### src/pkg/tbw_defs.vh
`ifndef TBW_DEFS_VH
`define TBW_DEFS_VH

// ****************************************************************
// Block addresses
// ****************************************************************
`define TBW_BLK_RESET_LAST  8'h04
`define TBW_BLK_CNT_FIRST   8'h05
`define TBW_BLK_CNT_RELOAD  8'h06
`define TBW_BLK_USER_FIRST  8'h07
`define TBW_BLK_USER_LAST   8'h0F
`define TBW_BLK_SYSTEM      8'hFF
`define TBW_IDX_SYSTEM      5'h10
`define TBW_NUM_WORDS       17

// ****************************************************************
// Field positions in the system block and the reload counter block
// ****************************************************************
`define TBW_LOCK_MSB        31
`define TBW_LOCK_LSB        16
`define TBW_ZERO_BIT        15
`define TBW_RSVD_MSB        14
`define TBW_RSVD_LSB        8
`define TBW_ID_MSB          7
`define TBW_ID_LSB          0
`define TBW_RELOAD_MSB      31
`define TBW_RELOAD_LSB      21

// ****************************************************************
// Initial and reset values
// ****************************************************************
`define TBW_CNT_FIRST_INIT  32'hFFFFFFFE
`define TBW_CNT_RELOAD_INIT 32'hFFFFFFFF
`define TBW_BLANK_INIT      32'hFFFFFFFF
`define TBW_SYSTEM_INIT     32'hFFFF7FFF
`define TBW_LOCK_RESET      16'h0000
`define TBW_LFSR_SEED       8'hA5

// ****************************************************************
// Timing
// ****************************************************************
`define TBW_PROG_TIME_US    5000
`define TBW_CLK_MHZ         10
// Programming time in clock cycles, 5 ms at 10 MHz
`define TBW_PROG_CYCLES     17'h0C350

`endif

### src/hw/tbw_block_mem.v
`timescale 1ns/10ps
`include "tbw_defs.vh"

module tbw_block_mem (
  input  wire        clock_i,   // System clock
  input  wire        rst_b_i,   // Power-up reset, read port only
  input  wire        init_i,    // Factory initialisation pulse
  input  wire        we_i,      // Commit strobe
  input  wire [4:0]  waddr_i,   // Word index to program
  input  wire [31:0] wdata_i,   // Word to program
  input  wire [4:0]  raddr_i,   // Word index to read
  output reg  [31:0] rdata_o    // Registered read data
);

  wire [31:0] word_w [0:`TBW_NUM_WORDS-1];

  // ****************************************************************
  // Nonvolatile words, no reset
  // ****************************************************************
  genvar g;
  generate
    for (g = 0; g < `TBW_NUM_WORDS; g = g + 1) begin : g_word
      reg [31:0] word_r;
      always @(posedge clock_i) begin
        if (init_i) begin
          if (g == 5)
            word_r <= `TBW_CNT_FIRST_INIT;   // see (RULE_02)
          else if (g == 6)
            word_r <= `TBW_CNT_RELOAD_INIT;  // see (RULE_02)
          else if (g == 16)
            word_r <= `TBW_SYSTEM_INIT;
          else
            word_r <= `TBW_BLANK_INIT;
        end else if (we_i && (waddr_i == g)) begin
          word_r <= wdata_i;
        end
      end
      assign word_w[g] = word_r;
    end
  endgenerate

  always @(posedge clock_i or negedge rst_b_i) begin
    if (!rst_b_i)
      rdata_o <= 32'h00000000;
    else if (raddr_i < `TBW_NUM_WORDS)
      rdata_o <= word_w[raddr_i];
    else
      rdata_o <= 32'h00000000;
  end

endmodule

### src/hw/tbw_write_policy.v
`timescale 1ns/10ps
`include "tbw_defs.vh"

// Overview of operation
// (RULE_01) Counter write accepted only if strictly lower
// (RULE_02) Counters start FFFFFFFE and FFFFFFFF
// (RULE_03) Zero counter is empty, never raised
// (RULE_04) Reader writes full new count value
// (RULE_05) Power loss mid-program keeps old value
// (RULE_06) Locked counter refuses all writes
// (RULE_07) Reload bits change arms erase cycle
// (RULE_08) Erase armed until power-off or Select
// (RULE_09) User blocks 7-15 erased then programmed
// (RULE_10) System block clear-only, all-zero frozen
// (RULE_11) System bit 16+n locks block n
// (RULE_12) Cleared lock bit never restored
// (RULE_13) Lock pattern loaded on Select only
// (RULE_14) Mask option gives fixed identifier, no random
// (RULE_15) Unarmed resettable write ANDs, zero frozen
// (RULE_16) Armed resettable write replaces contents
// (RULE_17) System bit 15 zero, 14-8 kept
module tbw_write_policy #(
  parameter [16:0] PROG_CYCLES = `TBW_PROG_CYCLES
) (
  input  wire        clock_i,        // 10 MHz clock
  input  wire        rst_b_i,        // Power-up reset, active low
  input  wire        factory_init_i, // Load initial contents pulse
  input  wire        mask_opt_i,     // Fixed identifier mask strap
  input  wire        rd_req_i,       // Block read command pulse
  input  wire        wr_req_i,       // Block write command pulse
  input  wire [7:0]  addr_i,         // Block address
  input  wire [31:0] wdata_i,        // New block value
  input  wire        select_i,       // Select with matching identifier pulse
  input  wire        new_id_i,       // Draw new random identifier pulse
  output reg  [31:0] rdata_o,        // Read data
  output reg         rd_valid_o,     // Read data valid pulse
  output reg         wr_done_o,      // Write committed pulse
  output reg         wr_refused_o,   // Write refused pulse
  output reg         busy_o,         // Command in progress
  output reg         erase_armed_o,  // Erase cycle armed
  output reg  [15:0] lock_o,         // Loaded write locks, 1 = writable
  output reg  [7:0]  sel_id_o,       // Selection identifier
  output reg         random_id_en_o  // Random identifier in use
);

  localparam [2:0] S_BOOT  = 3'h0;
  localparam [2:0] S_IDLE  = 3'h1;
  localparam [2:0] S_FETCH = 3'h2;
  localparam [2:0] S_EVAL  = 3'h3;
  localparam [2:0] S_PROG  = 3'h4;
  localparam [2:0] S_SYSLD = 3'h5;

  reg  [2:0]  state_r;
  reg  [4:0]  idx_r;
  reg         idx_ok_r;
  reg         is_wr_r;
  reg         is_sel_r;
  reg         sel_pend_r;
  reg  [31:0] wdata_r;
  reg  [31:0] new_r;
  reg  [16:0] prog_cnt_r;
  reg         mem_we_r;
  reg         arm_r_commit;
  reg         mask_r;
  reg         strap_done_r;
  reg  [7:0]  lfsr_r;
  reg         arm_nxt;
  reg         accept_nxt;
  reg  [31:0] val_nxt;
  wire [31:0] mem_rdata_w;
  wire [31:0] old_w;

  // ****************************************************************
  // Address decode
  // ****************************************************************
  function [5:0] blk_index;
    input [7:0] a;
    begin
      if (a == `TBW_BLK_SYSTEM)
        blk_index = {1'b1, `TBW_IDX_SYSTEM};
      else if (a <= `TBW_BLK_USER_LAST)
        blk_index = {1'b1, a[4:0]};
      else
        blk_index = 6'h00;
    end
  endfunction

  tbw_block_mem u_mem (
    .clock_i (clock_i),
    .rst_b_i (rst_b_i),
    .init_i  (factory_init_i),
    .we_i    (mem_we_r),
    .waddr_i (idx_r),
    .wdata_i (new_r),
    .raddr_i (idx_r),
    .rdata_o (mem_rdata_w)
  );

  assign old_w = mem_rdata_w;

  // ****************************************************************
  // Write policy per block
  // ****************************************************************
  always @* begin
    accept_nxt = 1'b0;
    val_nxt    = old_w;
    arm_nxt    = 1'b0;
    if (!idx_ok_r) begin
      accept_nxt = 1'b0;
    end else if (idx_r == `TBW_IDX_SYSTEM) begin
      if (old_w != 32'h00000000) begin                            // see (RULE_10)
        accept_nxt = 1'b1;
        val_nxt[`TBW_LOCK_MSB:`TBW_LOCK_LSB] = old_w[`TBW_LOCK_MSB:`TBW_LOCK_LSB] &
                                             wdata_r[`TBW_LOCK_MSB:`TBW_LOCK_LSB]; // see (RULE_12)
        val_nxt[`TBW_ZERO_BIT] = 1'b0;                             // see (RULE_17)
        if (!mask_r)
          val_nxt[`TBW_ID_MSB:`TBW_ID_LSB] = old_w[`TBW_ID_MSB:`TBW_ID_LSB] &
                                             wdata_r[`TBW_ID_MSB:`TBW_ID_LSB];
      end
    end else if (!lock_o[idx_r[3:0]]) begin
      accept_nxt = 1'b0;                                           // see (RULE_06) (RULE_11)
    end else if (idx_r <= `TBW_BLK_RESET_LAST) begin
      if (erase_armed_o) begin
        accept_nxt = 1'b1;
        val_nxt    = wdata_r;                                      // see (RULE_16)
      end else if (old_w != 32'h00000000) begin
        accept_nxt = 1'b1;
        val_nxt    = old_w & wdata_r;                              // see (RULE_15)
      end
    end else if (idx_r <= `TBW_BLK_CNT_RELOAD) begin
      if (wdata_r < old_w) begin                                   // see (RULE_01) (RULE_03)
        accept_nxt = 1'b1;
        val_nxt    = wdata_r;                                      // see (RULE_04)
        if (idx_r == `TBW_BLK_CNT_RELOAD)
          arm_nxt = wdata_r[`TBW_RELOAD_MSB:`TBW_RELOAD_LSB] !=
                    old_w[`TBW_RELOAD_MSB:`TBW_RELOAD_LSB];        // see (RULE_07)
      end
    end else begin
      accept_nxt = 1'b1;
      val_nxt    = wdata_r;                                        // see (RULE_09)
    end
  end

  // ****************************************************************
  // Mask strap capture after reset release
  // ****************************************************************
  always @(posedge clock_i or negedge rst_b_i) begin
    if (!rst_b_i) begin
      mask_r       <= 1'b0;
      strap_done_r <= 1'b0;
    end else if (!strap_done_r) begin
      mask_r       <= mask_opt_i;
      strap_done_r <= 1'b1;
    end
  end

  // ****************************************************************
  // Identifier source
  // ****************************************************************
  always @(posedge clock_i or negedge rst_b_i) begin
    if (!rst_b_i) begin
      lfsr_r         <= `TBW_LFSR_SEED;
      sel_id_o       <= `TBW_LFSR_SEED;
      random_id_en_o <= 1'b1;
    end else begin
      lfsr_r         <= {lfsr_r[6:0], lfsr_r[7] ^ lfsr_r[5] ^ lfsr_r[4] ^ lfsr_r[3]};
      random_id_en_o <= !mask_r;                                   // see (RULE_14)
      if (state_r == S_SYSLD && mask_r)
        sel_id_o <= old_w[`TBW_ID_MSB:`TBW_ID_LSB];               // see (RULE_14)
      else if (new_id_i && !mask_r)
        sel_id_o <= lfsr_r;
    end
  end

  // ****************************************************************
  // Command sequencer
  // ****************************************************************
  always @(posedge clock_i or negedge rst_b_i) begin
    if (!rst_b_i) begin
      state_r       <= S_BOOT;
      idx_r         <= 5'h00;
      idx_ok_r      <= 1'b0;
      is_wr_r       <= 1'b0;
      is_sel_r      <= 1'b0;
      sel_pend_r    <= 1'b0;
      wdata_r       <= 32'h00000000;
      new_r         <= 32'h00000000;
      prog_cnt_r    <= 17'h00000;
      mem_we_r      <= 1'b0;
      arm_r_commit  <= 1'b0;
      rdata_o       <= 32'h00000000;
      rd_valid_o    <= 1'b0;
      wr_done_o     <= 1'b0;
      wr_refused_o  <= 1'b0;
      busy_o        <= 1'b1;
      erase_armed_o <= 1'b0;                                       // see (RULE_08)
      lock_o        <= `TBW_LOCK_RESET;
    end else begin
      mem_we_r     <= 1'b0;
      rd_valid_o   <= 1'b0;
      wr_done_o    <= 1'b0;
      wr_refused_o <= 1'b0;
      if (select_i)
        sel_pend_r <= 1'b1;
      if (mem_we_r && arm_r_commit)
        erase_armed_o <= 1'b1;                                     // see (RULE_07)
      else if (select_i)
        erase_armed_o <= 1'b0;                                     // see (RULE_08)
      case (state_r)
        S_BOOT: begin
          if (strap_done_r) begin
            idx_r    <= `TBW_IDX_SYSTEM;
            is_sel_r <= 1'b0;
            state_r  <= S_SYSLD;
          end
        end
        S_IDLE: begin
          busy_o <= 1'b0;
          if (sel_pend_r || select_i) begin
            sel_pend_r <= 1'b0;
            idx_r      <= `TBW_IDX_SYSTEM;
            is_sel_r   <= 1'b1;
            busy_o     <= 1'b1;
            prog_cnt_r <= 17'h00000;
            state_r    <= S_SYSLD;
          end else if ((rd_req_i || wr_req_i) && !factory_init_i) begin
            {idx_ok_r, idx_r} <= blk_index(addr_i);
            is_wr_r           <= wr_req_i;
            wdata_r           <= wdata_i;
            busy_o            <= 1'b1;
            state_r           <= S_FETCH;
          end
        end
        S_FETCH: begin
          state_r <= S_EVAL;
        end
        S_EVAL: begin
          if (!is_wr_r) begin
            rdata_o    <= idx_ok_r ? old_w : 32'h00000000;
            rd_valid_o <= 1'b1;
            state_r    <= S_IDLE;
          end else if (accept_nxt) begin
            new_r      <= val_nxt;
            arm_r_commit <= arm_nxt;
            prog_cnt_r <= 17'h00000;
            state_r    <= S_PROG;
          end else begin
            wr_refused_o <= 1'b1;
            state_r      <= S_IDLE;
          end
        end
        S_PROG: begin
          // Word changes only at the end, so reset mid-cycle keeps old data
          if (prog_cnt_r >= PROG_CYCLES - 17'h00001) begin
            mem_we_r  <= 1'b1;                                     // see (RULE_05)
            wr_done_o <= 1'b1;
            state_r   <= S_IDLE;
          end else begin
            prog_cnt_r <= prog_cnt_r + 17'h00001;
          end
        end
        S_SYSLD: begin
          if (prog_cnt_r[0]) begin
            prog_cnt_r <= 17'h00000;
            if (is_sel_r)
              lock_o <= old_w[`TBW_LOCK_MSB:`TBW_LOCK_LSB];       // see (RULE_13)
            state_r <= S_IDLE;
          end else begin
            prog_cnt_r <= 17'h00001;
          end
        end
        default: begin
          state_r <= S_IDLE;
        end
      endcase
    end
  end

endmodule

### config.mk
export PLATFORM = sky130hd
export DESIGN_NAME = tbw_write_policy
export DESIGN_NICKNAME = d
export VERILOG_FILES = /design/src/hw/tbw_block_mem.v /design/src/hw/tbw_write_policy.v
export VERILOG_INCLUDE_DIRS = /design/src /design/src/pkg
export SDC_FILE = /design/constraint.sdc
export NUM_CORES = 2
export LEC_CHECK = 0
export BUFFER_PORTS_ARGS = -buffer_cell sky130_fd_sc_hd__buf_2
export CORE_MARGIN = 4
export CORE_UTILIZATION = 62
export CTS_CLUSTER_DIAMETER = 150
export CTS_CLUSTER_SIZE = 25
export DETAILED_ROUTE_END_ITERATION = 12
export GPL_ROUTABILITY_DRIVEN = 0
export GPL_TIMING_DRIVEN = 0
export HOLD_SLACK_MARGIN = 0.12
export PLACE_DENSITY = 0.8
export SLEW_MARGIN = 10
export SYNTH_ARGS = -nofsm -noshare
export SYNTH_HDL_FRONTEND = slang
export SYNTH_SLANG_ARGS = --single-unit
### constraint.sdc
create_clock -name clock_i -period 2.9 [get_ports clock_i]
set_input_delay 0.725 -clock clock_i [delete_from_list [all_inputs] [get_ports clock_i]]
set_output_delay 0.725 -clock clock_i [all_outputs]
set_load 0.05 [all_outputs]
==> results.json <==
{
  "rsz0062_at_grt": "true",
  "ys_warn_count": 0,
  "synthesis.area_um2": 34000,
  "r2r_start": "mem_we_r",
  "yosysMostFrequentCell": "dfxtp_1",
  "synth.top_cell.area_share_pct": 32.0,
  "cts.clk_slew.worst_paths_ns": 0.11,
  "synth.top_cells.by_count": "dfxtp_1 (544), a211o_1 (542), nor2b_1 (515)",
  "yosys-top-cells-area": "dfxtp_1 (32%), a211o_1 (14%), dfrtp_1 (14%)",
  "synth-async-reset-ratio_pct": 26.7,
  "slowest_delay_ns": 0.68,
  "cp.buffers_inverters": 2,
  "synthFlopType": "dfxtp_1",
  "syn_area_per_cell_um2": 11.0,
  "route.detailed.drc": 0,
  "vias": 26707,
  "fin_nets": 3403,
  "seq_area_frac_synth_pct": 46.6,
  "finalMaxSlewViolations": 0,
  "yosys.area.top_type": "dfxtp_1",
  "clk_latency_ns": 0.60,
  "grt_pass1_vias": 26850,
  "worst-setup-path-type": "flip-flop to flip-flop",
  "startpoint_type": "flip-flop",
  "hpwlAfterDp_mm": 74.7,
  "cap_violations": 0,
  "synth.distinct_cells": 66,
  "die_y_um": 242,
  "setup_tns_ns": -11.47,
  "place_ws_ns": -0.932,
  "portBuffers": 108,
  "route.detailed.wl_per_inst_um": 24.9,
  "syn2layout_area_growth_pct": 10.8,
  "clockBufferDepth": 3,
  "wl_mm": 99.8,
  "cp_max_fo": 10,
  "ios": 110,
  "crit_chain": "nor2b_1 > nand2_1 > nor2_4 > clkbuf_2 > clkbuf_1 > a211o_1",
  "final_hold_viol_count": 0,
  "skew_ns": 0.0295,
  "drive_gt1_share_pct": 19.4,
  "peakVddDrop_mv": 0.463,
  "hp-class": "input pin to asynchronous set/reset pin",
  "leakage_uw": 0.0128,
  "antenna_found_initial": 1,
  "utilization_pct": 69.8,
  "pwr-share-seq_pct": 48.5,
  "grt_max_degree": 108,
  "antenna_cells": 0,
  "grt_util_all_layers_pct": 32.5,
  "violations": "negative setup slack",
  "cts_tree": "done",
  "grt-ovfl-total": 0,
  "detail_route.first_pass.iterations": 6,
  "filler_cell_count": 3792,
  "combPwrFrac_pct": 28.7,
  "crit_start": "mem_we_r",
  "intPower_uw": 15600,
  "fin_crit_ns": 3.10,
  "clockRootBuffer": "clkbuf_16",
  "fin_crit_sh_pct": 107,
  "setup_viol": 179,
  "relSlewSlack_pct": 30.9,
  "vias_per_cell": 6.67,
  "cp_slowest_cell": "dfrtp_1",
  "num_rows": 85,
  "crit_required_ns": 3.43,
  "swShare_pct": 37.0,
  "grt_pass1_wl_mm": 152,
  "max_freq_ghz": 0.322,
  "worst_pin_slew_ns": 1.04,
  "h-tree-depth": 2,
  "dieArea_um2": 58700,
  "critPathArrivalTime_ns": 3.63,
  "layout_setup_ws_ns": -0.201,
  "core_um2": 54000,
  "p_clk_share_pct": 22.8,
  "detail-route-antenna-nets": 0,
  "cts-buffers-inserted": 35,
  "cellPowerDensity_nw_per_um2": 659,
  "synthCells": 3092,
  "drtIter0Drc": 2952,
  "die_x_um": 242,
  "p_sw_uw": 9180,
  "outcome": "finished, violations left",
  "end_kind": "flip-flop",
  "initial_core_util_pct": 63.0,
  "synth_edf_count": 0,
  "yosys_register_bits": 742,
  "synth_nets": 3203,
  "critPathTopFamily": "simple AND/OR/NAND/NOR gates",
  "cts_sinks": 742
}
## layout make-up
class,instances,area [um^2],share of cell area (%)
inverters,41,154,0.408
multi-input cells,1986,17300,46.0
clock inverters,1,8.76,0.0232
flip-flops and latches,742,15900,42.1
clock buffers,50,975,2.59
well taps,696,871,2.31
plain buffers,320,1420,3.78
repair buffers,166,1040,2.75
## what timing repair did
action                     4_1_cts  5_1_grt
pin swaps                       10       29
hold buffers                     0        0
setup endpoints to repair      586      326
hold endpoints to repair         0        0
cloned                           0        1
gates resized for setup        139      116
buffers inserted                21       35
## power groups by stage
stage / logic [uW] / clock network [uW] / registers, uW
2_1_floorplan: 3290 / 0 / 12700
3_3_place_gp: 5840 / 0 / 12100
3_5_place_dp: 6040 / 0 / 12100
4_1_cts: 6340 / 5680 / 11900
5_1_grt: 7600 / 6070 / 12100
6_report: 7130 / 5650 / 12000
## layout by cell type (no fill, tap or decap), drive strengths merged, types with 56 or more instances in the layout
cell type / synthesis / routed
dfrtp: 188 / 188
mux4: 164 / 164
dfxtp: 544 / 544
o31ai: 56 / 56
ha: 63 / 63
a211o: 542 / 542
nor2b: 515 / 515
nand2: 164 / 164
o21ai: 90 / 90
buf: 99 / 258
clkbuf: 224 / 277
## per-stage QoR
step / hold slack [ns] / std cells / cell area, um^2 / power, uW
6_report: 0.0936 / 4002 / 37700 / 24800
5_1_grt: 0.156 / 4002 / 37700 / 25800
4_1_cts: 0.132 / 3969 / 37000 / 23900
3_5_place_dp: 0.371 / 3897 / 35500 / 18200
3_3_place_gp: 0.360 / 3896 / 35400 / 17900
2_1_floorplan: 0.355 / 3092 / 34000 / 16000
## worst paths after layout
kind / end / slack [ns] / cells past startpoint
worst min register to register: lfsr_r[2] / 0.39 / 0
max in group asynchronous: lfsr_r[5] / 1.81 / 2
worst min-delay path: rdata_o[28] / 0.09 / 1
worst max register to register: u_mem.g_word[6].word_r[19] / -0.20 / 6
worst max-delay path: u_mem.g_word[6].word_r[19] / -0.20 / 6
min in group clock_i: mask_r / 0.35 / 2
## state kept, by name (all words and copies together), names as in the netlist, 3 cells and up
signal / flops
sel_id_o: 8
idx_r: 5
prog_cnt_r: 17
state_r: 3
lfsr_r: 8
wdata_r: 32
u_mem.rdata_o: 32
rdata_o: 32
u_mem.g_word.word_r: 544
lock_o: 16
new_r: 32
## worst register-to-register path, stage by stage, from the launching register on
cell and delay, ns:
dfrtp_1 0.68, nor2b_1 0.45, nand2_1 0.48, nor2_4 0.41, clkbuf_2 0.34, clkbuf_1 0.45
a211o_1 0.23
## logic make-up (layout without fill, tap and decap cells)
| logic type | count (synthesis) | after routing | synth area share (%) |
|---|---|---|---|
| flip-flops | 742 | 742 | 46.6 |
| XOR/XNOR | 4 | 4 | 0.103 |
| AO/OA/AOI/OAI | 827 | 827 | 19.7 |
| multiplexers | 220 | 220 | 12.7 |
| AND/OR/NAND/NOR | 871 | 871 | 14.4 |
| other | 1 | 1 | 0.0110 |
| buffers and inverters | 364 | 578 | 4.16 |
| adder cells (fa/ha/maj) | 63 | 63 | 2.32 |
## metal layers
| layer | vias up | track usage, % | part of all wire, % |
|---|---|---|---|
| met1 | 13181 | 41.9 | 39 |
| met3 | 332 | 5.57 | 8.8 |
| met4 | 2 | 14.9 | 5.3 |
| li1 | 11733 | - | - |
| met2 | 1459 | 54.0 | 47 |
| met5 | - | 0 | 0.0070 |
No activity file was read; power rests on OpenSTA's default activity.
